===== src/pkg/lsft_params.svh =====
// constants of the serial flash transaction front end
`ifndef LSFT_PARAMS_SVH
`define LSFT_PARAMS_SVH

// ----------------------------------------
// geometry
// ----------------------------------------
`define LSFT_ADDR_BYTES 3
`define LSFT_SECT_W 4
`define LSFT_LAT_W 4
`define LSFT_LAT_DEF 4'h8

// ----------------------------------------
// command codes
// ----------------------------------------
`define LSFT_CMD_READ 8'h03
`define LSFT_CMD_FREAD 8'h0B
`define LSFT_CMD_PGM 8'h02
`define LSFT_CMD_ERASE 8'hD8
`define LSFT_CMD_RDSR 8'h05
`define LSFT_CMD_RDECC 8'h19
`define LSFT_CMD_WRLAT 8'h71
`define LSFT_CMD_LOCK 8'h36
`define LSFT_CMD_ULOCK 8'h39
`define LSFT_CMD_SLEEP 8'hB9
`define LSFT_CMD_WAKE 8'hAB

// ----------------------------------------
// status byte fields
// ----------------------------------------
`define LSFT_SR_BUSY 0
`define LSFT_SR_FAIL 1

// ----------------------------------------
// timing
// ----------------------------------------
`define LSFT_CLK_NS 40
`define LSFT_PGM_NS 2000
`define LSFT_ERS_NS 100000
`define LSFT_POR_CYC 2'h3

`endif


===== src/pkg/lsft_pkg.sv =====
// types of the serial flash transaction front end
package lsft_pkg;

  typedef enum logic [6:0] {
    ST_IDLE = 7'h01,
    ST_CMD = 7'h02,
    ST_ADDR = 7'h04,
    ST_LAT = 7'h08,
    ST_DIN = 7'h10,
    ST_DOUT = 7'h20,
    ST_IGNORE = 7'h40
  } lsft_phase_t;

  typedef enum logic [1:0] {
    AL_IDLE = 2'h1,
    AL_RUN = 2'h2
  } lsft_algo_st_t;

  typedef enum logic [1:0] {
    OP_PGM = 2'h0,
    OP_ERASE = 2'h1,
    OP_LOCK = 2'h2,
    OP_ULOCK = 2'h3
  } lsft_op_t;

  typedef enum logic [1:0] {
    SRC_ARRAY = 2'h0,
    SRC_STATUS = 2'h1,
    SRC_ECC = 2'h2
  } lsft_src_t;

endpackage : lsft_pkg


===== src/pkg/lsft_if.sv =====
// link events and algorithm requests shared by the front end modules
`timescale 1ns/1ns
interface lsft_if import lsft_pkg::*; #(
  parameter int AW = 24
);
  logic sck_rise;
  logic sck_fall;
  logic cs_act;
  logic cs_start;
  logic si;
  logic pup_sleep;
  logic boot_octal;
  logic go;
  lsft_op_t op;
  logic [AW-1:0] addr;
  logic [7:0] data;
  logic busy;
  logic fail;

  modport sync_mp (output sck_rise, sck_fall, cs_act, cs_start, si, pup_sleep, boot_octal);
  modport algo_mp (input go, op, addr, data, output busy, fail);
  modport core_mp (input sck_rise, sck_fall, cs_act, cs_start, si, pup_sleep, boot_octal,
                   input busy, fail, output go, op, addr, data);
endinterface : lsft_if


===== src/lsft_algo.sv =====
// embedded algorithm controller: timed program / erase with sector locks
`timescale 1ns/1ns
`include "lsft_params.svh"
module lsft_algo import lsft_pkg::*; #(
  parameter int AW = 24,
  parameter int SECT_W = `LSFT_SECT_W
) (
  input wire logic i_ref_clk, // core clock
  input wire logic i_rst, // async reset, high
  lsft_if.algo_mp ifc, // requests from the core
  output logic o_pgm_stb, // program strobe to array
  output logic o_ers_stb, // erase strobe to array
  output logic [AW-1:0] o_wr_addr, // array target address
  output logic [7:0] o_wr_data // program data
);
  localparam int PGM_CYC = (`LSFT_PGM_NS + `LSFT_CLK_NS - 1) / `LSFT_CLK_NS;
  localparam int ERS_CYC = (`LSFT_ERS_NS + `LSFT_CLK_NS - 1) / `LSFT_CLK_NS;
  localparam int TW = $clog2(ERS_CYC + 1);

  lsft_algo_st_t st;
  logic [TW-1:0] timer;
  logic [(1 << SECT_W)-1:0] lock;
  logic [SECT_W-1:0] sect;

  assign sect = ifc.addr[AW-1 -: SECT_W];
  assign ifc.busy = (st == AL_RUN);

  // ----------------------------------------
  // algorithm sequencing
  // ----------------------------------------
  always_ff @(posedge i_ref_clk or posedge i_rst)
  begin
    if (i_rst)
    begin
      st <= AL_IDLE;
      timer <= '0;
      ifc.fail <= 1'b0;
      o_pgm_stb <= 1'b0;
      o_ers_stb <= 1'b0;
      o_wr_addr <= '0;
      o_wr_data <= 8'h00;
    end
    else
    begin
      o_pgm_stb <= 1'b0;
      o_ers_stb <= 1'b0;
      unique case (st)
        AL_IDLE:
        begin
          if (ifc.go && (ifc.op == OP_PGM || ifc.op == OP_ERASE))
          begin
            // a locked sector fails at once and never starts
            if (lock[sect])
              ifc.fail <= 1'b1;
            else
            begin
              ifc.fail <= 1'b0;
              st <= AL_RUN;
              o_wr_addr <= ifc.addr;
              o_wr_data <= ifc.data;
              o_pgm_stb <= (ifc.op == OP_PGM);
              o_ers_stb <= (ifc.op == OP_ERASE);
              timer <= (ifc.op == OP_PGM) ? TW'(PGM_CYC - 1) : TW'(ERS_CYC - 1);
            end
          end
        end
        AL_RUN:
        begin
          // runs to the end whatever the select pin does
          if (timer == '0)
            st <= AL_IDLE;
          else
            timer <= timer - 1'b1;
        end
      endcase
    end
  end

  // ----------------------------------------
  // volatile sector locks, open after reset
  // ----------------------------------------
  always_ff @(posedge i_ref_clk or posedge i_rst)
  begin
    if (i_rst)
      lock <= '0;
    else if (ifc.go && st == AL_IDLE && ifc.op == OP_LOCK)
      lock[sect] <= 1'b1;
    else if (ifc.go && st == AL_IDLE && ifc.op == OP_ULOCK)
      lock[sect] <= 1'b0;
  end
endmodule : lsft_algo


===== src/lsft_sync.sv =====
// pin synchronisers and serial clock / select edge finder
`timescale 1ns/1ns
module lsft_sync (
  input wire logic i_ref_clk, // core clock
  input wire logic i_rst, // async reset, high
  input wire logic i_cs_n, // select pin, low active
  input wire logic i_sck, // serial clock pin
  input wire logic i_si, // serial input pin
  input wire logic i_pup_sleep, // strap: power up asleep
  input wire logic i_boot_octal, // strap: boot octal
  lsft_if.sync_mp ifc // events to the core
);
  logic [4:0] meta;
  logic [4:0] sync;
  logic sck_d;
  logic cs_d;

  // ----------------------------------------
  // two-stage synchronisers
  // ----------------------------------------
  always_ff @(posedge i_ref_clk or posedge i_rst)
  begin
    if (i_rst)
    begin
      meta <= 5'h01;
      sync <= 5'h01;
    end
    else
    begin
      meta <= {i_boot_octal, i_pup_sleep, i_si, i_sck, i_cs_n};
      sync <= meta;
    end
  end

  // ----------------------------------------
  // edge history, taken from the second stage only
  // ----------------------------------------
  always_ff @(posedge i_ref_clk or posedge i_rst)
  begin
    if (i_rst)
    begin
      sck_d <= 1'b0;
      cs_d <= 1'b1;
    end
    else
    begin
      sck_d <= sync[1];
      cs_d <= sync[0];
    end
  end

  assign ifc.sck_rise = sync[1] & ~sck_d;
  assign ifc.sck_fall = ~sync[1] & sck_d;
  assign ifc.cs_act = ~sync[0];
  assign ifc.cs_start = cs_d & ~sync[0];
  assign ifc.si = sync[2];
  assign ifc.pup_sleep = sync[3];
  assign ifc.boot_octal = sync[4];
endmodule : lsft_sync


===== src/lsft_top.sv =====
// single-bit serial flash transaction front end, device side
`timescale 1ns/1ns
`include "lsft_params.svh"

module lsft_top import lsft_pkg::*; #(
  parameter int ADDR_BYTES = `LSFT_ADDR_BYTES,
  parameter int SECT_W = `LSFT_SECT_W
) (
  input wire logic i_ref_clk, // core clock, 25 MHz
  input wire logic i_rst, // async reset, high
  input wire logic i_cs_n, // chip select, low active
  input wire logic i_sck, // serial clock from host
  input wire logic i_si, // serial input, line zero
  output logic o_so, // serial output, line one
  output logic o_so_oe_n, // low while line one is driven
  output logic [5:0] o_dq_hi_oe_n, // enables of lines 7..2, never low
  input wire logic i_pup_sleep, // strap: start in deep sleep
  input wire logic i_boot_octal, // strap: boot in octal mode
  output logic o_octal_mode, // octal boot taken, serial port idle
  output logic [8*ADDR_BYTES-1:0] o_rd_addr, // array read address
  input wire logic [7:0] i_rd_data, // array read byte
  output logic o_pgm_stb, // program strobe to array
  output logic o_ers_stb, // erase strobe to array
  output logic [8*ADDR_BYTES-1:0] o_wr_addr, // program / erase address
  output logic [7:0] o_wr_data, // program data
  input wire logic i_ecc_err, // array corrected error pulse
  input wire logic [8*ADDR_BYTES-1:0] i_ecc_addr, // address of that error
  output logic [7:0] o_ecc_count, // error detection counter
  output logic [8*ADDR_BYTES-1:0] o_ecc_trap, // last error address
  output logic o_ecc_seen, // ecc status flag
  output logic o_deep_sleep, // deep sleep state
  output logic o_busy, // algorithm in progress
  output logic o_standby // controller in standby
);
  localparam int AW = 8 * ADDR_BYTES;
  localparam int ABW = $clog2(ADDR_BYTES + 1);

  lsft_if #(.AW(AW)) ifc ();

  lsft_phase_t state;
  lsft_src_t src;
  logic [2:0] bcnt;
  logic [2:0] ocnt;
  logic [6:0] sh;
  logic [7:0] cmd;
  logic [7:0] byte_in;
  logic [7:0] obyte;
  logic [ABW-1:0] acnt;
  logic [AW-1:0] addr;
  logic [`LSFT_LAT_W-1:0] lat;
  logic [`LSFT_LAT_W-1:0] lcnt;
  logic [1:0] por_cnt;
  logic por_done;
  logic octal;
  logic sleep;
  logic byte_done;
  logic first_out;
  logic [7:0] pick;

  // ----------------------------------------
  // submodules
  // ----------------------------------------
  lsft_sync u_sync (
    .i_ref_clk(i_ref_clk),
    .i_rst(i_rst),
    .i_cs_n(i_cs_n),
    .i_sck(i_sck),
    .i_si(i_si),
    .i_pup_sleep(i_pup_sleep),
    .i_boot_octal(i_boot_octal),
    .ifc(ifc.sync_mp)
  );

  lsft_algo #(.AW(AW), .SECT_W(SECT_W)) u_algo (
    .i_ref_clk(i_ref_clk),
    .i_rst(i_rst),
    .ifc(ifc.algo_mp),
    .o_pgm_stb(o_pgm_stb),
    .o_ers_stb(o_ers_stb),
    .o_wr_addr(o_wr_addr),
    .o_wr_data(o_wr_data)
  );

  // one function serves every byte source of the output phase
  function automatic logic [7:0] lsft_pick(input lsft_src_t s, input logic [7:0] rd,
                                           input logic busy, input logic fail,
                                           input logic [7:0] cnt);
    logic [7:0] v;
    v = 8'h00;
    unique case (s)
      SRC_ARRAY: v = rd;
      SRC_STATUS:
      begin
        v[`LSFT_SR_BUSY] = busy;
        v[`LSFT_SR_FAIL] = fail;
      end
      SRC_ECC: v = cnt;
      default: v = 8'h00;
    endcase
    return v;
  endfunction : lsft_pick

  // a byte closes on its eighth rising edge, msb arrived first
  assign byte_in = {sh, ifc.si};
  assign byte_done = ifc.sck_rise && (bcnt == 3'h7);
  assign first_out = (ocnt == 3'h0);
  assign pick = lsft_pick(src, i_rd_data, ifc.busy, ifc.fail, o_ecc_count);
  assign o_rd_addr = addr;
  assign o_busy = ifc.busy;
  assign o_deep_sleep = sleep;
  assign o_octal_mode = octal;
  // upper lines are never driven in single-bit mode
  assign o_dq_hi_oe_n = 6'h3F;

  // ----------------------------------------
  // power-on: straps are caught after the synchronisers settle
  // ----------------------------------------
  always_ff @(posedge i_ref_clk or posedge i_rst)
  begin
    if (i_rst)
    begin
      por_cnt <= 2'h0;
      por_done <= 1'b0;
      octal <= 1'b0;
    end
    else if (!por_done)
    begin
      por_cnt <= por_cnt + 2'h1;
      if (por_cnt == `LSFT_POR_CYC)
      begin
        por_done <= 1'b1;
        octal <= ifc.boot_octal;
      end
    end
  end

  // ----------------------------------------
  // transaction sequencer
  // ----------------------------------------
  always_ff @(posedge i_ref_clk or posedge i_rst)
  begin
    if (i_rst)
    begin
      state <= ST_IDLE;
      src <= SRC_ARRAY;
      bcnt <= 3'h0;
      sh <= 7'h00;
      cmd <= 8'h00;
      acnt <= '0;
      addr <= '0;
      lcnt <= '0;
      lat <= `LSFT_LAT_DEF;
      sleep <= 1'b0;
      ifc.go <= 1'b0;
      ifc.op <= OP_PGM;
      ifc.addr <= '0;
      ifc.data <= 8'h00;
    end
    else
    begin
      ifc.go <= 1'b0;
      if (!por_done)
      begin
        // select held high through power-on starts asleep when strapped
        if (por_cnt == `LSFT_POR_CYC)
          sleep <= ifc.pup_sleep && !ifc.cs_act;
      end
      else if (octal || !ifc.cs_act)
        state <= ST_IDLE;
      else if (ifc.cs_start)
      begin
        state <= ST_CMD;
        bcnt <= 3'h0;
        acnt <= '0;
      end
      else if (ifc.sck_rise)
      begin
        // everything from the host is taken from line zero on rising serial clock edges
        sh <= byte_in[6:0];
        bcnt <= bcnt + 3'h1;
        unique case (state)
          ST_CMD:
          begin
            if (byte_done)
            begin
              cmd <= byte_in;
              state <= ST_IGNORE;
              if (sleep)
              begin
                if (byte_in == `LSFT_CMD_WAKE)
                  sleep <= 1'b0;
              end
              else if (ifc.busy && byte_in != `LSFT_CMD_RDSR)
                state <= ST_IGNORE;
              else
              begin
                unique case (byte_in)
                  `LSFT_CMD_READ, `LSFT_CMD_FREAD, `LSFT_CMD_PGM,
                  `LSFT_CMD_ERASE, `LSFT_CMD_LOCK, `LSFT_CMD_ULOCK:
                    state <= ST_ADDR;
                  `LSFT_CMD_RDSR:
                  begin
                    src <= SRC_STATUS;
                    state <= ST_DOUT;
                  end
                  `LSFT_CMD_RDECC:
                  begin
                    src <= SRC_ECC;
                    state <= ST_DOUT;
                  end
                  `LSFT_CMD_WRLAT: state <= ST_DIN;
                  // busy is already excluded here, so this is standby
                  `LSFT_CMD_SLEEP: sleep <= 1'b1;
                  default: state <= ST_IGNORE;
                endcase
              end
            end
          end
          ST_ADDR:
          begin
            if (byte_done)
            begin
              addr <= {addr[AW-9:0], byte_in};
              acnt <= acnt + 1'b1;
              if (acnt == ABW'(ADDR_BYTES - 1))
              begin
                src <= SRC_ARRAY;
                lcnt <= '0;
                ifc.addr <= {addr[AW-9:0], byte_in};
                unique case (cmd)
                  `LSFT_CMD_READ: state <= ST_DOUT;
                  `LSFT_CMD_FREAD: state <= (lat == '0) ? ST_DOUT : ST_LAT;
                  `LSFT_CMD_PGM: state <= ST_DIN;
                  `LSFT_CMD_ERASE:
                  begin
                    ifc.op <= OP_ERASE;
                    ifc.go <= 1'b1;
                    state <= ST_IGNORE;
                  end
                  `LSFT_CMD_LOCK, `LSFT_CMD_ULOCK:
                  begin
                    ifc.op <= (cmd == `LSFT_CMD_LOCK) ? OP_LOCK : OP_ULOCK;
                    ifc.go <= 1'b1;
                    state <= ST_IGNORE;
                  end
                  default: state <= ST_IGNORE;
                endcase
              end
            end
          end
          ST_LAT:
          begin
            lcnt <= lcnt + 1'b1;
            if (lcnt == lat - 1'b1)
              state <= ST_DOUT;
          end
          ST_DIN:
          begin
            if (byte_done)
            begin
              state <= ST_IGNORE;
              if (cmd == `LSFT_CMD_WRLAT)
                lat <= byte_in[`LSFT_LAT_W-1:0];
              else
              begin
                ifc.op <= OP_PGM;
                ifc.data <= byte_in;
                ifc.go <= 1'b1;
              end
            end
          end
          ST_IDLE, ST_DOUT, ST_IGNORE:
            state <= state;
        endcase
      end
      else if (ifc.sck_fall && state == ST_DOUT && ocnt == 3'h7)
        addr <= addr + 1'b1;
    end
  end

  // ----------------------------------------
  // serial output: bits move on falling edges so they stand across the next rise
  // ----------------------------------------
  always_ff @(posedge i_ref_clk or posedge i_rst)
  begin
    if (i_rst)
    begin
      o_so <= 1'b0;
      o_so_oe_n <= 1'b1;
      ocnt <= 3'h0;
      obyte <= 8'h00;
    end
    else if (state != ST_DOUT)
    begin
      o_so <= 1'b0;
      o_so_oe_n <= 1'b1;
      ocnt <= 3'h0;
    end
    else if (ifc.sck_fall)
    begin
      o_so_oe_n <= 1'b0;
      ocnt <= ocnt + 3'h1;
      if (first_out)
      begin
        // array data settled: the address moved a whole bit time earlier, half a bit time for the first byte of a plain read or a zero-latency fast read
        obyte <= pick;
        o_so <= pick[7];
      end
      else
        o_so <= obyte[3'h7 - ocnt];
    end
  end

  // ----------------------------------------
  // ecc bookkeeping, wiped on leaving deep sleep
  // ----------------------------------------
  always_ff @(posedge i_ref_clk or posedge i_rst)
  begin
    if (i_rst)
    begin
      o_ecc_count <= 8'h00;
      o_ecc_trap <= '0;
      o_ecc_seen <= 1'b0;
    end
    else if (sleep && byte_done && state == ST_CMD && byte_in == `LSFT_CMD_WAKE
             && ifc.cs_act && !ifc.cs_start && por_done && !octal)
    begin
      o_ecc_count <= 8'h00;
      o_ecc_trap <= '0;
      o_ecc_seen <= 1'b0;
    end
    else if (i_ecc_err)
    begin
      o_ecc_seen <= 1'b1;
      o_ecc_trap <= i_ecc_addr;
      if (o_ecc_count != 8'hFF)
        o_ecc_count <= o_ecc_count + 8'h01;
    end
  end

  // ----------------------------------------
  // standby: no command in flight, no algorithm, awake
  // ----------------------------------------
  always_ff @(posedge i_ref_clk or posedge i_rst)
  begin
    if (i_rst)
      o_standby <= 1'b0;
    else
      o_standby <= por_done && !sleep && !ifc.busy && !ifc.cs_act;
  end
endmodule : lsft_top


===== config.mk =====
export PLATFORM = sky130hd
export DESIGN_NAME = lsft_top
export DESIGN_NICKNAME = d
export VERILOG_FILES = /design/src/pkg/lsft_pkg.sv /design/src/pkg/lsft_if.sv /design/src/lsft_algo.sv /design/src/lsft_sync.sv /design/src/lsft_top.sv
export VERILOG_INCLUDE_DIRS = /design/src /design/src/pkg
export SDC_FILE = /design/constraint.sdc
export NUM_CORES = 1
export LEC_CHECK = 0
export BUFFER_PORTS_ARGS = -buffer_cell sky130_fd_sc_hd__buf_2
export CORE_ASPECT_RATIO = 0.5
export CORE_MARGIN = 3
export CORE_UTILIZATION = 62
export DETAILED_ROUTE_END_ITERATION = 7
export PLACE_DENSITY = 0.85
export SKIP_CTS_REPAIR_TIMING = 1
export SLEW_MARGIN = 20
export SYNTH_ARGS = -nofsm -noshare
export SYNTH_HDL_FRONTEND = slang
export SYNTH_SLANG_ARGS = --single-unit

===== constraint.sdc =====
create_clock -name i_ref_clk -period 10.16 [get_ports i_ref_clk]
set_input_delay 1.016 -clock i_ref_clk [delete_from_list [all_inputs] [get_ports i_ref_clk]]
set_output_delay 1.016 -clock i_ref_clk [all_outputs]
set_load 0.01 [all_outputs]

Word level (Yosys, flattened, before mapping)
Cells that the tools add are included.
{"block": "classes", "addsub": 10, "multipliers": 0, "div": 0, "magnitude_cmp": 3, "eq_ne": 66, "shift": 0, "n_mux": 104, "bitwise": 15, "reduce_logical": 69}
{"cell": "$mux W24", "n": 6}
{"cell": "$mux W7", "n": 10}
{"cell": "$mux W12", "n": 4}
{"cell": "$pmux W7 S3", "n": 2}
{"cell": "$mux W1", "n": 40}
{"cell": "$eq A8 B2 Y1 const B", "n": 4}
{"cell": "$eq A8 B6 Y1 const B", "n": 4}
{"cell": "$eq A8 B8 Y1 const B", "n": 4}
{"cell": "$mux W16", "n": 2}
{"cell": "$mux W2", "n": 16}
{"cell": "$pmux W7 S4", "n": 1}
{"cell": "$reduce_and A7 Y1", "n": 4}
{"cell": "$add A24 B1 Y24 const B", "n": 1}
{"cell": "$mux W8", "n": 3}
{"cell": "$ne A2 B2 Y1 const B", "n": 12}
{"cell": "$pmux W12 S2", "n": 1}
{"cell": "$reduce_bool A2 Y1", "n": 12}
{"cell": "$logic_and A1 B1 Y1", "n": 20}
{"cell": "$ne A4 B4 Y1 const B", "n": 5}
{"cell": "$pmux W2 S2", "n": 5}
{"cell": "$reduce_and A6 Y1", "n": 3}
{"cell": "$and A16 B16 Y16", "n": 1}
{"cell": "$eq A8 B4 Y1 const B", "n": 2}
{"cell": "$eq A8 B7 Y1 const B", "n": 2}
{"cell": "other kinds (60)", "n": 103}
{"block": "word_totals", "ff_bits": 225, "latch_bits": 0, "ramBits": 0, "romBits": 0, "in_bits": 40, "output_inout_bits": 103, "elab_cells": 304, "mem_count": 0}

Longest topological paths before layout
Gate-level depths: netlist of run 1.
{"block": "depth", "depth_word": 12, "mapped_depth": 10, "ltp_nobuf": 8}

By module
Synthesis of run 1 repeated with hierarchy kept, for this count alone.
{"block": "hier_totals", "hier_cells": 1086, "area_unflattened_um2": 11110.7}
{"mod": "lsft_top", "n_inst": 1, "cells_each": 809, "area_each_um2": 7652.3, "seq_area_each_um2": 3707.3}
{"mod": "lsft_algo", "n_inst": 1, "cells_each": 260, "area_each_um2": 3125.5, "seq_area_each_um2": 1627.8}
{"mod": "lsft_sync", "n_inst": 1, "cells_each": 17, "area_each_um2": 332.8, "seq_area_each_um2": 304.0}

Least setup slack after synthesis of run 1
No wires, ideal clock.
{"block": "synth_path", "kind": "reg2reg", "from": "reg octal (netlist: o_octal_mode)", "to": "reg ifc.addr[0]", "setup_ns": 0.125, "arrival_ns": 2.295, "t_required_ns": 10.035, "setup_slack_ns": 7.740, "stages_incl_launch_ff": 8, "path_buffers": 3, "period_less_slack_ns": 2.420, "path_cell_list": "dfrtp_1 > or3b_1 > clkbuf_1 > or3_1 > nor3_1 > buf_2 > buf_4 > mux2_2"}
{"block": "synth_via", "elab_chain_cells": 3}
{"element": "from (decl)", "line": "lsft_top.sv:54", "source": "logic octal;"}
{"element": "from (signal assigned)", "line": "lsft_top.sv:132", "source": "octal <= ifc.boot_octal;"}
{"element": "$logic_or A1 B1 Y1", "line": "lsft_top.sv:168", "source": "else if (octal || !ifc.cs_act)"}
{"element": "$not A1 Y1 (no line)"}
{"element": "$reduce_and A7 Y1 (no line)"}
{"element": "to (signal assigned)", "line": "lsft_top.sv:223", "source": "addr <= {addr[AW-9:0], byte_in};"}
{"element": "to (signal assigned)", "line": "lsft_top.sv:277", "source": "addr <= addr + 1'b1;"}
{"element": "to (decl)", "line": "lsft_if.sv:15", "source": "logic [AW-1:0] addr;"}
No other way between the ends.
A chain may end at the register's enable or synchronous reset.

Final worst setup path of run 1
{"block": "layout_path", "from": "reg u_algo.st[0]", "to": "out o_busy"}
{"block": "layout_via", "elab_chain_cells": 1}
{"element": "from (decl)", "line": "lsft_algo.sv:20", "source": "lsft_algo_st_t st;"}
{"element": "from (signal assigned)", "line": "lsft_algo.sv:35", "source": "st <= AL_IDLE;"}
{"element": "from (signal assigned)", "line": "lsft_algo.sv:58", "source": "st <= AL_RUN;"}
{"element": "from (signal assigned)", "line": "lsft_algo.sv:71", "source": "st <= AL_IDLE;"}
{"element": "$eq A2 B2 Y1", "line": "lsft_algo.sv:26", "source": "assign ifc.busy = (st == AL_RUN);"}
{"element": "to (decl)", "line": "lsft_top.sv:32", "source": "output logic o_busy,"}
No other way between the ends.

==> metrics.yaml, run 1 <==
floorplan.die_area_mm2: 0.01903
max_clock_freq_mhz: 287.0
synth-edff-count: 0
synth-adder-area-share: 0.01515
synth.yosys.warnings: 0
comb_power_share: 0.083
mappedNetlistArea_mm2: 0.01074
synth_top_cell_area_share: 0.5080
post_synth.cell_area_avg_um2: 10.76
outcome: "completed"
grt_start_max_net_pins: 150
worstSetupEndpointType: "primary output"
synthToLayoutAreaGrowth_pct: 12.74
rsz_0062_raised_after_global_routing: "no"
dr.pass1.iters: 6
vias_after_detailed_routing: 8332
crit_buf_inv: 2
synth_top_cells_by_area: "dfrtp_1 51%, mux2_2 8.5%, nor2_1 3.6%"
final-instance-count-excl-fill: 1340
timing.max_slew.rel_slack: 0.2949
slew_limit_fails: 0
path_cells: "nand2b_1 -> clkinv_1 -> buf_2"
ios: 143
ys_ff_latch: 225
cell_accounting_for_the_most_synthesized_area: "dfrtp_1"
sequentialPowerShare: 0.526
synthesis.instances: 998
detail_route.wirelength_um: 25280
internal_power_mw: 1.404
placed_cells_incl_taps: 1303
floorplan.initialDensity: 0.6437
timing.critical_path.fanout_max: 18
cts-htree-levels: 1
p_sw_mw: 0.4576
swShare: 0.2458
post_dr_wirelength_cell_um: 18.87
total_core_area_mm2: 0.01668
synth_top_family_by_area: "simple AND/OR/NAND/NOR gates"
post_synth_and_or_nand_nor_area_fraction: 0.1491
nNetsFinal: 1152
clk_latency_ns: 0.49
tritoncts_clock_tree: "built"
dp.final_hpwl_um: 17240
path_class: "reg2out"
grt.total_usage: 0.2606
p_clk_frac: 0.391
critical_path.max_stage_delay_ns: 0.58
critPathSlowestCell: "clkinv_1"
finalSetupViolCount: 0
synthArstFlopShare: 1.000
fin_crit_sh: 0.3430
post_route_drc: 0
compound_cell_area_share_of_the_yosys_netlist: 0.1222
gp_congestion: 0.9301
drt-initial-drc-count: 804
parity_gate_share_of_the_synthesized_area_counting_xor_and_xnor_cells: 0.01550
final_antenna_net_count: 0
power.static_leakage_nw: 5.816
chipWidth_um: 192.1
cts_buffers: 20
drv.max_cap_violation_count: 0
family_with_the_most_delay_on_the_worst_path: "buffers and inverters"
clockBufferDepth: 3
critical_path_source_type: "flop"
initial_antenna_violation_count: 0
drive_above_1_share: 0.2552
power_per_cell_area_mw_per_mm2: 153.8
numPortBuffers: 136
synth_seq_area_share: 0.5252
ir_worst_vdd_mv: 0.1057
max_slew.worst_pin.slew_ns: 1.044
ys_dominant_reg_cell: "dfrtp_1"
cts_root_buf: "clkbuf_16"
wire_length_of_the_first_global_routing_pass_um: 39980
antenna_cells: 0
number_of_global_route_vias_before_repair: 7821
timing.hold.worst.class: "reg2reg"
fraction_of_synthesized_area_in_multiplexers: 0.1340
fillCellCount: 1172
hold_violations: 0
fin_setup_tns_ns: 0
cts.clk_slew.worst_paths_ns: 0.07
final_period_minus_worst_setup_slack_ns: 3.485
rows: 33
critPathRequiredTime_ns: 9.14
viasPerCell: 6.218
timing.clock.skew_ns: 0.008443
floorplan.die.height_um: 99.06
hold-worst-slack_ns: 0.3475
fin_util: 0.7257
clock-sinks: 225
critical_path_arrival_ns: 2.47
grt_overflow_total: 0
post_synth_num_cell_types: 77
-- through the flow --
step	worst slack, ns	total power, mW	area [µm²]
finish	6.675	1.862	12110
CTS	6.437	1.873	12070
global placement	6.602	1.140	11450
floorplan	2.993	1.082	10760
global route	6.531	1.936	12110
detailed placement	6.450	1.148	11450
-- cell families after synthesis --
kind of cell | count (synthesis)
AOI/OAI and AO/OA | 204
buffers and inverters | 87
other | 1
muxes | 126
xor gates and xnor gates | 19
adders and majority gates | 13
DFF | 225
and+or+nand+nor | 323
-- flip-flops by register name (all words and copies together), names as in the netlist, 4 cells and up, named ones only --
signal	count
u_sync.meta	5
o_ecc_count	8
obyte	8
u_algo.o_wr_addr	24
u_sync.sync	5
state	7
u_algo.o_wr_data	8
ifc.data	8
lcnt	4
o_rd_addr	24
sh	7
u_algo.timer	12
cmd	8
o_ecc_trap	24
lat	4
ifc.addr	24
-- layer usage --
| metal | share of wire | track usage | vias to the layer above |
|---|---|---|---|
| li1 | - | - | 3782 |
| met1 | 0.44 | 0.3877 | 4105 |
| met2 | 0.45 | 0.4097 | 407 |
| met3 | 0.090 | 0.04797 | 38 |
| met4 | 0.015 | 0.04866 | 0 |
| met5 | 0 | 0 | - |
-- synth_stat cells (5+ instances only) --
library cell and n:
nand2b_1 10, nor3_1 20, dfrtp_1 218, a31oi_1 6, nand2_1 75, o21a_1 6, buf_4 10, o22a_1 5
mux2_2 81, buf_2 9, nand4_1 13, clkbuf_1 41, a22o_1 8, dfstp_2 7, and3_1 15, buf_6 5
xor2_1 11, and2_1 5, a2bb2oi_1 9, o31ai_1 16, ha_1 13, o21ai_0 64, nor4_1 6, nor2_1 104
inv_1 17, mux2i_1 38, a21oi_1 51, nor2b_1 11, nand3_1 22, xnor2_1 8, or3_1 9, o22ai_1 8
mux4_2 6
-- placed cells by master (no fill, tap or decap), types with 13 or more instances in the layout --
cell type / count
nand4_1: 13
clkbuf_16: 21
dfrtp_1: 218
nor2_1: 104
buf_2: 136
ha_1: 13
mux2_2: 81
mux2i_1: 38
o31ai_1: 16
nand3_1: 22
nand2_1: 75
and3_1: 15
o21ai_0: 64
a21oi_1: 51
nor3_1: 19
inv_1: 16
-- power by group through the flow --
stage | combinational [mW] | clock [mW] | sequential, mW
finish | 0.155 | 0.728 | 0.980
global route | 0.175 | 0.778 | 0.983
CTS | 0.155 | 0.741 | 0.978
detailed placement | 0.154 | 0 | 0.994
global placement | 0.147 | 0 | 0.992
floorplan | 0.0970 | 0 | 0.985
-- cell type report --
type                    instances  area, µm²  area share
inverters                      18      75.07    0.006202
clock inverters                 2      10.01   0.0008269
well taps                     227      284.0     0.02346
flip-flops and latches        225       5639      0.4658
multi-input cells             691       4730      0.3907
repair buffers                143      753.2     0.06222
clock buffers                  34      614.3     0.05075
-- path summary, 6_finish.rpt --
path	cells past startpoint	endpoint	from	slack (ns)
max	3	o_busy	u_algo.st[0]$_DFFE_PP1P_	6.68
min	0	u_sync.sync[3]$_DFF_PP0_	u_sync.meta[3]$_DFF_PP0_	0.35
max reg2reg	6	ifc.op[0]$_DFFE_PP0P_	por_done$_DFF_PP0_	6.76
min reg2reg	0	u_sync.sync[3]$_DFF_PP0_	u_sync.meta[3]$_DFF_PP0_	0.35
max in group asynchronous	4	sh[4]$_DFFE_PP0P_	i_rst	7.87
min in group asynchronous	2	u_algo.o_wr_addr[16]$_DFFE_PP0P_	i_rst	0.55
Power figures use the tool's default switching activity.
==> run 2: changes to the inputs <==
ABC_AREA = 1   (was unset)
CORE_UTILIZATION = 53   (was 62)
PLACE_DENSITY = 0.77   (was 0.85)
clock period = 3.1 ns   (was 10.16 ns; I/O delays follow)
==> run 2 against run 1 <==
Against the previous run:
- the flow now finishes with violations (negative hold slack)
- worst setup slack got worse by 5.8 ns
- sequential share of layout area decreased by 3.6 points
- clock power increased to 3.6 times the previous value
- design area increased by 8.3%
- global-route usage decreased by 1.5 points
- clock skew increased by 0.0018 ns
- sequential power increased to 3.2 times the previous value
- total power increased to 3.4 times the previous value
- synthesized cell count increased by 48%
- highest routed layer unchanged
==> metrics.yaml, run 2 <==
fillCellCount: 1840
tritoncts_clock_tree: "built"
failing_checks: "negative hold slack"
layout.cell_area.non_filler_mm2: 0.01311
post_synth.cell_area_avg_um2: 7.788
max_slew.worst_pin.slew_ns: 0.8977
numPortBuffers: 136
max_clock_freq_mhz: 451.4
slew_limit_fails: 0
synthArstFlopShare: 1.000
detailed_place.area_mm2: 0.01238
ys_ff_latch: 225
power.static_leakage_nw: 6.751
viasPerCell: 5.404
detail_route.wirelength_um: 29250
outcome: "finished with violations"
cell_accounting_for_the_most_synthesized_area: "dfrtp_1"
ys_dominant_reg_cell: "dfrtp_1"
clk_latency_ns: 0.50
multi_input_area_mm2: 0.004907
clock-sinks: 225
final_period_minus_worst_setup_slack_ns: 2.215
drive_above_1_share: 0.1485
nNetsFinal: 1662
dpl_worst_slack_ns: 0.9303
finalSetupViolCount: 0
synth_seq_area_share: 0.4902
timing.max_slew.rel_slack: 0.4002
number_of_global_route_vias_before_repair: 9582
hold-worst-slack_ns: -0.002717
wire_length_of_the_first_global_routing_pass_um: 47840
chipWidth_um: 214.4
post_dr_wirelength_cell_um: 15.27
synth_top_cells_by_area: "dfrtp_1 47%, nand2_1 14%, nand3_1 7.0%"
dr.pass1.iters: 5
layout.cells.most_common_list: "426 x nand2_1, 218 x dfrtp_1, 159 x nand3_1"
grt_start_max_net_pins: 60
antenna_cells: 0
power_per_cell_area_mw_per_mm2: 478.5
total_core_area_mm2: 0.02093
drt-initial-drc-count: 914
r2r_start: "state[2]$_DFFE_PP0P_"
grt_overflow_total: 0
floorplan.die_area_mm2: 0.02362
layout_setup_ws_ns: 0.8848
ios: 143
cts_buffers: 21
mappedNetlistArea_mm2: 0.01150
timing.critical_path.from: "state[2]$_DFFE_PP0P_"
drv.max_cap_violation_count: 0
synthToLayoutAreaGrowth_pct: 14.00
path_cells: "nor2_2 -> nand2_1 -> nor2_2 -> inv_1 -> nor2_2 -> inv_1 -> nor3_2 -> inv_1 -> nand2_1 -> o21ai_0"
placed_cells_incl_taps: 1873
rows: 37
timing.clock.skew_ns: 0.01026
post_route_drc: 0
critPathRequiredTime_ns: 3.48
cts_root_buf: "clkbuf_16"
final_antenna_net_count: 0
family_with_the_most_delay_on_the_worst_path: "simple AND/OR/NAND/NOR gates"
rsz_0062_raised_after_global_routing: "no"
ir_worst_vdd_mv: 0.2805
critical_path_arrival_ns: 2.59
dp.final_hpwl_um: 21200
synth.yosys.warnings: 0
cts.clk_slew.worst_paths_ns: 0.06
initial_antenna_violation_count: 0
synth_top_cells_by_count: "426 x nand2_1, 218 x dfrtp_1, 160 x nand3_1, 156 x inv_1, 130 x nor2_1"
critical_path_source_type: "flop"
ff_latch_area_mm2: 0.005639
floorplan.die.height_um: 110.2
fin_setup_tns_ns: 0
timing.critical_path.fanout_max: 11
worst_case_register_to_register_setup_slack_ns: 0.88
path_class: "reg2reg"
cts-htree-levels: 1
vias_after_detailed_routing: 10349
critical_path.max_stage_delay_ns: 0.45
synth-edff-count: 0
final-instance-count-excl-fill: 1915
timing.hold.worst.class: "in2async"
post_synth_num_cell_types: 48
most_frequently_used_cell_type_in_the_post_synthesis_netlist: "nand2_1"
clockBufferDepth: 3
grt.total_usage: 0.2456
critPathSlowestCell: "nor3_2"
fin_crit_sh: 0.7146
synth_top_cell_area_share: 0.4742
hold_violations: 2
gp_congestion: 0.9292
worstSetupEndpointType: "flop"
layout_commonest_cell: "nand2_1"
synthesis.instances: 1477
floorplan.initialDensity: 0.5497
crit_buf_inv: 3
## run 2: cell count changes after synthesis, sizes merged, moves of 11 or more
cell,before,now
and3,15,0
clkbuf,41,16
inv,17,167
mux2,82,1
mux2i,38,0
nand2,77,431
nand3,23,165
nor2,106,145
nor2b,11,0
o21ai,65,127
o31ai,17,1
## run 2: worst reg2reg max path, stage by stage (launching register included)
cell     delay, ns
dfrtp_1       0.41
nor2_2        0.16
nand2_1       0.12
nor2_2        0.14
inv_1         0.08
nor2_2        0.24
inv_1         0.11
nor3_2        0.45
inv_1         0.22
nand2_1       0.10
o21ai_0       0.07
## run 2: kinds of logic (layout without fill, tap and decap cells)
group / after synthesis / in the layout / synth area share
AO/OA/AOI/OAI: 200 / 200 / 0.09278
XOR/XNOR: 13 / 13 / 0.009898
adder cells (fa/ha/maj): 13 / 13 / 0.01414
buffers and inverters: 222 / 363 / 0.08527
flip-flops: 225 / 225 / 0.4902
multiplexers: 1 / 1 / 0.0009788
other: 1 / 6 / 0.0003260
AND/OR/NAND/NOR: 802 / 802 / 0.3064
## run 2: layout make-up
cell class | instances | area share
Clock inverter | 11 | 0.009159
Timing Repair Buffer | 158 | 0.06736
Clock buffer | 26 | 0.04303
Inverter | 168 | 0.04837
Multi-Input combinational cell | 1035 | 0.3742
Sequential cell | 225 | 0.4300
Tap cell | 292 | 0.02786
## run 2: final timing paths
path / end / depth (start not counted)
max in group asynchronous: u_algo.o_wr_addr[12]$_DFFE_PP0P_ / 3
min in group i_ref_clk: o_ecc_trap[8]$_DFFE_PP0P_ / 3
min reg2reg: u_sync.sync[2]$_DFF_PP0_ / 0
min: o_ecc_trap[1]$_DFFE_PP0P_ / 2
max: obyte[7]$_DFFE_PP0P_ / 10
max reg2reg: obyte[7]$_DFFE_PP0P_ / 10
## run 2: routing by layer
layer | up-vias | wire (µm) | track usage
met4 | 0 | 522 | 0.05500
met5 | - | 0 | 0
met1 | 4917 | 13340 | 0.3506
met3 | 46 | 2163 | 0.04272
li1 | 5010 | - | -
met2 | 376 | 13220 | 0.3995
## run 2: through the flow
stage | util | hold slack (ns) | total power, mW
5_1_grt | 0.6267 | 0.04806 | 6.513
3_3_place_gp | 0.5916 | 0.3353 | 3.709
3_5_place_dp | 0.5916 | 0.3347 | 3.730
4_1_cts | 0.6243 | -0.09586 | 6.312
2_1_floorplan | - | 0.3145 | 3.506
6_report | 0.6267 | -0.002717 | 6.275
## run 2: report_power, final
part,internal (mW),switching [mW],leakage (nW)
Combinational,0.185,0.361,3.45
Clock,1.47,1.12,0.330
Sequential,3.04,0.0967,2.97
Total,4.69,1.58,6.75
==> run 3: changes to the inputs <==
ABC_AREA = 0   (was 1)
CORE_UTILIZATION = 58   (was 53)
PLACE_DENSITY = 0.8   (was 0.77)
clock period = 2.2 ns   (was 3.1 ns; I/O delays follow)
==> run 3 against run 2 <==
Against the previous run:
- the run ends with negative hold slack, negative setup slack left
- via count down 14%
- final cell count down 24%
- global-route usage up 1.6 points
- first-iteration DRC count down 4.7%
==> metrics.yaml, run 3 (synthesis results as in run 1) <==
grt_overflow_total: 0
number_of_global_route_vias_before_repair: 8344
clk_latency_ns: 0.50
fin_crit_sh: 1.061
cts_buffers: 20
chipWidth_um: 198.4
vias_after_detailed_routing: 8878
floorplan.die.height_um: 102.2
worstSetupEndpointType: "flop"
timing.max_slew.rel_slack: 0.4162
synthToLayoutAreaGrowth_pct: 27.04
path_cells: "ha_2 -> ha_4 -> nand3b_1 -> or3b_4 -> a2111oi_4 -> buf_6 -> buf_6 -> nor2_2 -> a31oi_1"
drt-initial-drc-count: 871
ir_worst_vdd_mv: 0.5105
path_depth: 9
drive_above_1_share: 0.3704
grt_start_max_net_pins: 87
critPathRequiredTime_ns: 2.60
final_antenna_net_count: 0
path_class: "reg2reg"
grt.total_usage: 0.2612
family_with_the_most_delay_on_the_worst_path: "simple AND/OR/NAND/NOR gates"
numPortBuffers: 136
cpMostUsedCell: "buf_6"
crit_buf_inv: 2
finalSetupViolCount: 118
min-delay-start: "i_ecc_addr[1]"
timing.hold.worst_endpoint: "o_ecc_trap[1]$_DFFE_PP0P_"
clock-sinks: 225
final_period_minus_worst_setup_slack_ns: 2.333
gp_congestion: 0.8861
timing.critical_path.from: "bcnt[1]$_DFFE_PP0P_"
ios: 143
worst-r2r-cell-count: 9
rsz_0062_raised_after_global_routing: "yes"
power.static_leakage_nw: 6.549
critPathSlowestCell: "or3b_4"
nNetsFinal: 1264
layout_commonest_cell: "dfrtp_1"
worst_case_register_to_register_setup_slack_ns: -0.13
initial_antenna_violation_count: 1
floorplan.initialDensity: 0.6053
max_clock_freq_mhz: 428.5
layout.cells.most_common_list: "216 x dfrtp_1, 137 x buf_2, 99 x nor2_1"
tritoncts_clock_tree: "built"
wire_length_of_the_first_global_routing_pass_um: 42660
timing.clock.skew_ns: 0.01753
rows: 34
hold-worst-slack_ns: -0.01082
drv.max_cap_violation_count: 0
timing.critical_path.fanout_max: 6
critical_path_source_type: "flop"
dpl_worst_slack_ns: -0.2187
layout_setup_ws_ns: -0.1335
post_dr_wirelength_cell_um: 19.63
clockBufferDepth: 3
power_per_cell_area_mw_per_mm2: 661.4
critical_path.max_stage_delay_ns: 0.43
hold-path-cell-count: 3
outcome: "finished with violations"
dp.final_hpwl_um: 18540
r2r_start: "bcnt[1]$_DFFE_PP0P_"
cts_root_buf: "clkbuf_16"
detail_route.wirelength_um: 28630
cts-htree-levels: 1
post_route_drc: 0
failing_checks: "negative hold slack, negative setup slack"
fin_util: 0.7690
max_slew.worst_pin.slew_ns: 0.8636
cts.clk_slew.worst_paths_ns: 0.07
critical_path_arrival_ns: 2.73
total_core_area_mm2: 0.01774
timing.hold.worst.class: "in2reg"
slew_limit_fails: 0
viasPerCell: 6.089
hold_violations: 4
floorplan.die_area_mm2: 0.02028
rr_endpoint: "o_rd_addr[1]$_DFFE_PP0P_"
dr.pass1.iters: 6
run 3: cell count changes in the layout (fill, tap and decap cells not counted), moves of 16 or more:
cell     before  now
nor2_1      130   99
inv_1       155   15
mux2_4        0   16
nand3_1     159   18
buf_4        15   83
a21oi_2       0   16
o21ai_0      93   43
mux2i_1       0   38
nand2_1     426   72
o21ai_1      33   13
mux2_2        1   66
run 3: worst max path at each step:
stage	endpoint
4_1_cts	u_algo.timer[4]$_DFFE_PP0P_
6_report	o_rd_addr[1]$_DFFE_PP0P_
5_1_grt	o_rd_addr[1]$_DFFE_PP0P_
2_1_floorplan	async pin
3_3_place_gp	u_algo.timer[4]$_DFFE_PP0P_
3_5_place_dp	u_algo.timer[4]$_DFFE_PP0P_
run 3: routing by layer:
| layer | up-vias | share of wire | global-route usage |
|---|---|---|---|
| li1 | 3984 | - | - |
| met1 | 4394 | 0.42 | 0.3650 |
| met2 | 435 | 0.48 | 0.4318 |
| met3 | 65 | 0.081 | 0.04875 |
| met4 | 0 | 0.023 | 0.06526 |
| met5 | - | 0 | 0 |
run 3: worst reg2reg max path: stages (launching register included):
cell and delay [ns]:
dfrtp_1 0.37, ha_2 0.20, ha_4 0.14, nand3b_1 0.13, or3b_4 0.43, a2111oi_4 0.38, buf_6 0.20, buf_6 0.14
nor2_2 0.04, a31oi_1 0.21
run 3: stage by stage:
stage / power, mW / setup TNS, ns / cell area [µm²] / std cells
after CTS: 9.001 / -13.59 / 12980 / 1427
after global placement: 5.341 / -5.975 / 12310 / 1393
after global routing: 9.342 / -18.80 / 13640 / 1458
final: 9.023 / -7.406 / 13640 / 1458
after detailed placement: 5.398 / -10.52 / 12310 / 1393
after floorplan: 5.024 / -210.95 / 11000 / 1003
run 3: power breakdown:
group,switching [mW],internal (mW),total (mW),leakage [nW]
sequential,0.208,4.29,4.50,2.96
clock,1.53,2.11,3.64,0.329
combinational,0.487,0.390,0.878,3.26
run 3: cell type report:
type	instances	area [µm²]
Sequential cell	225	5642
Clock buffer	29	595.6
Tap cell	234	292.8
Fill cell	1063	4098
Clock inverter	5	77.57
Multi-Input combinational cell	692	5151
Inverter	18	71.32
Timing Repair Buffer	254	1809
Antenna cell	1	2.502
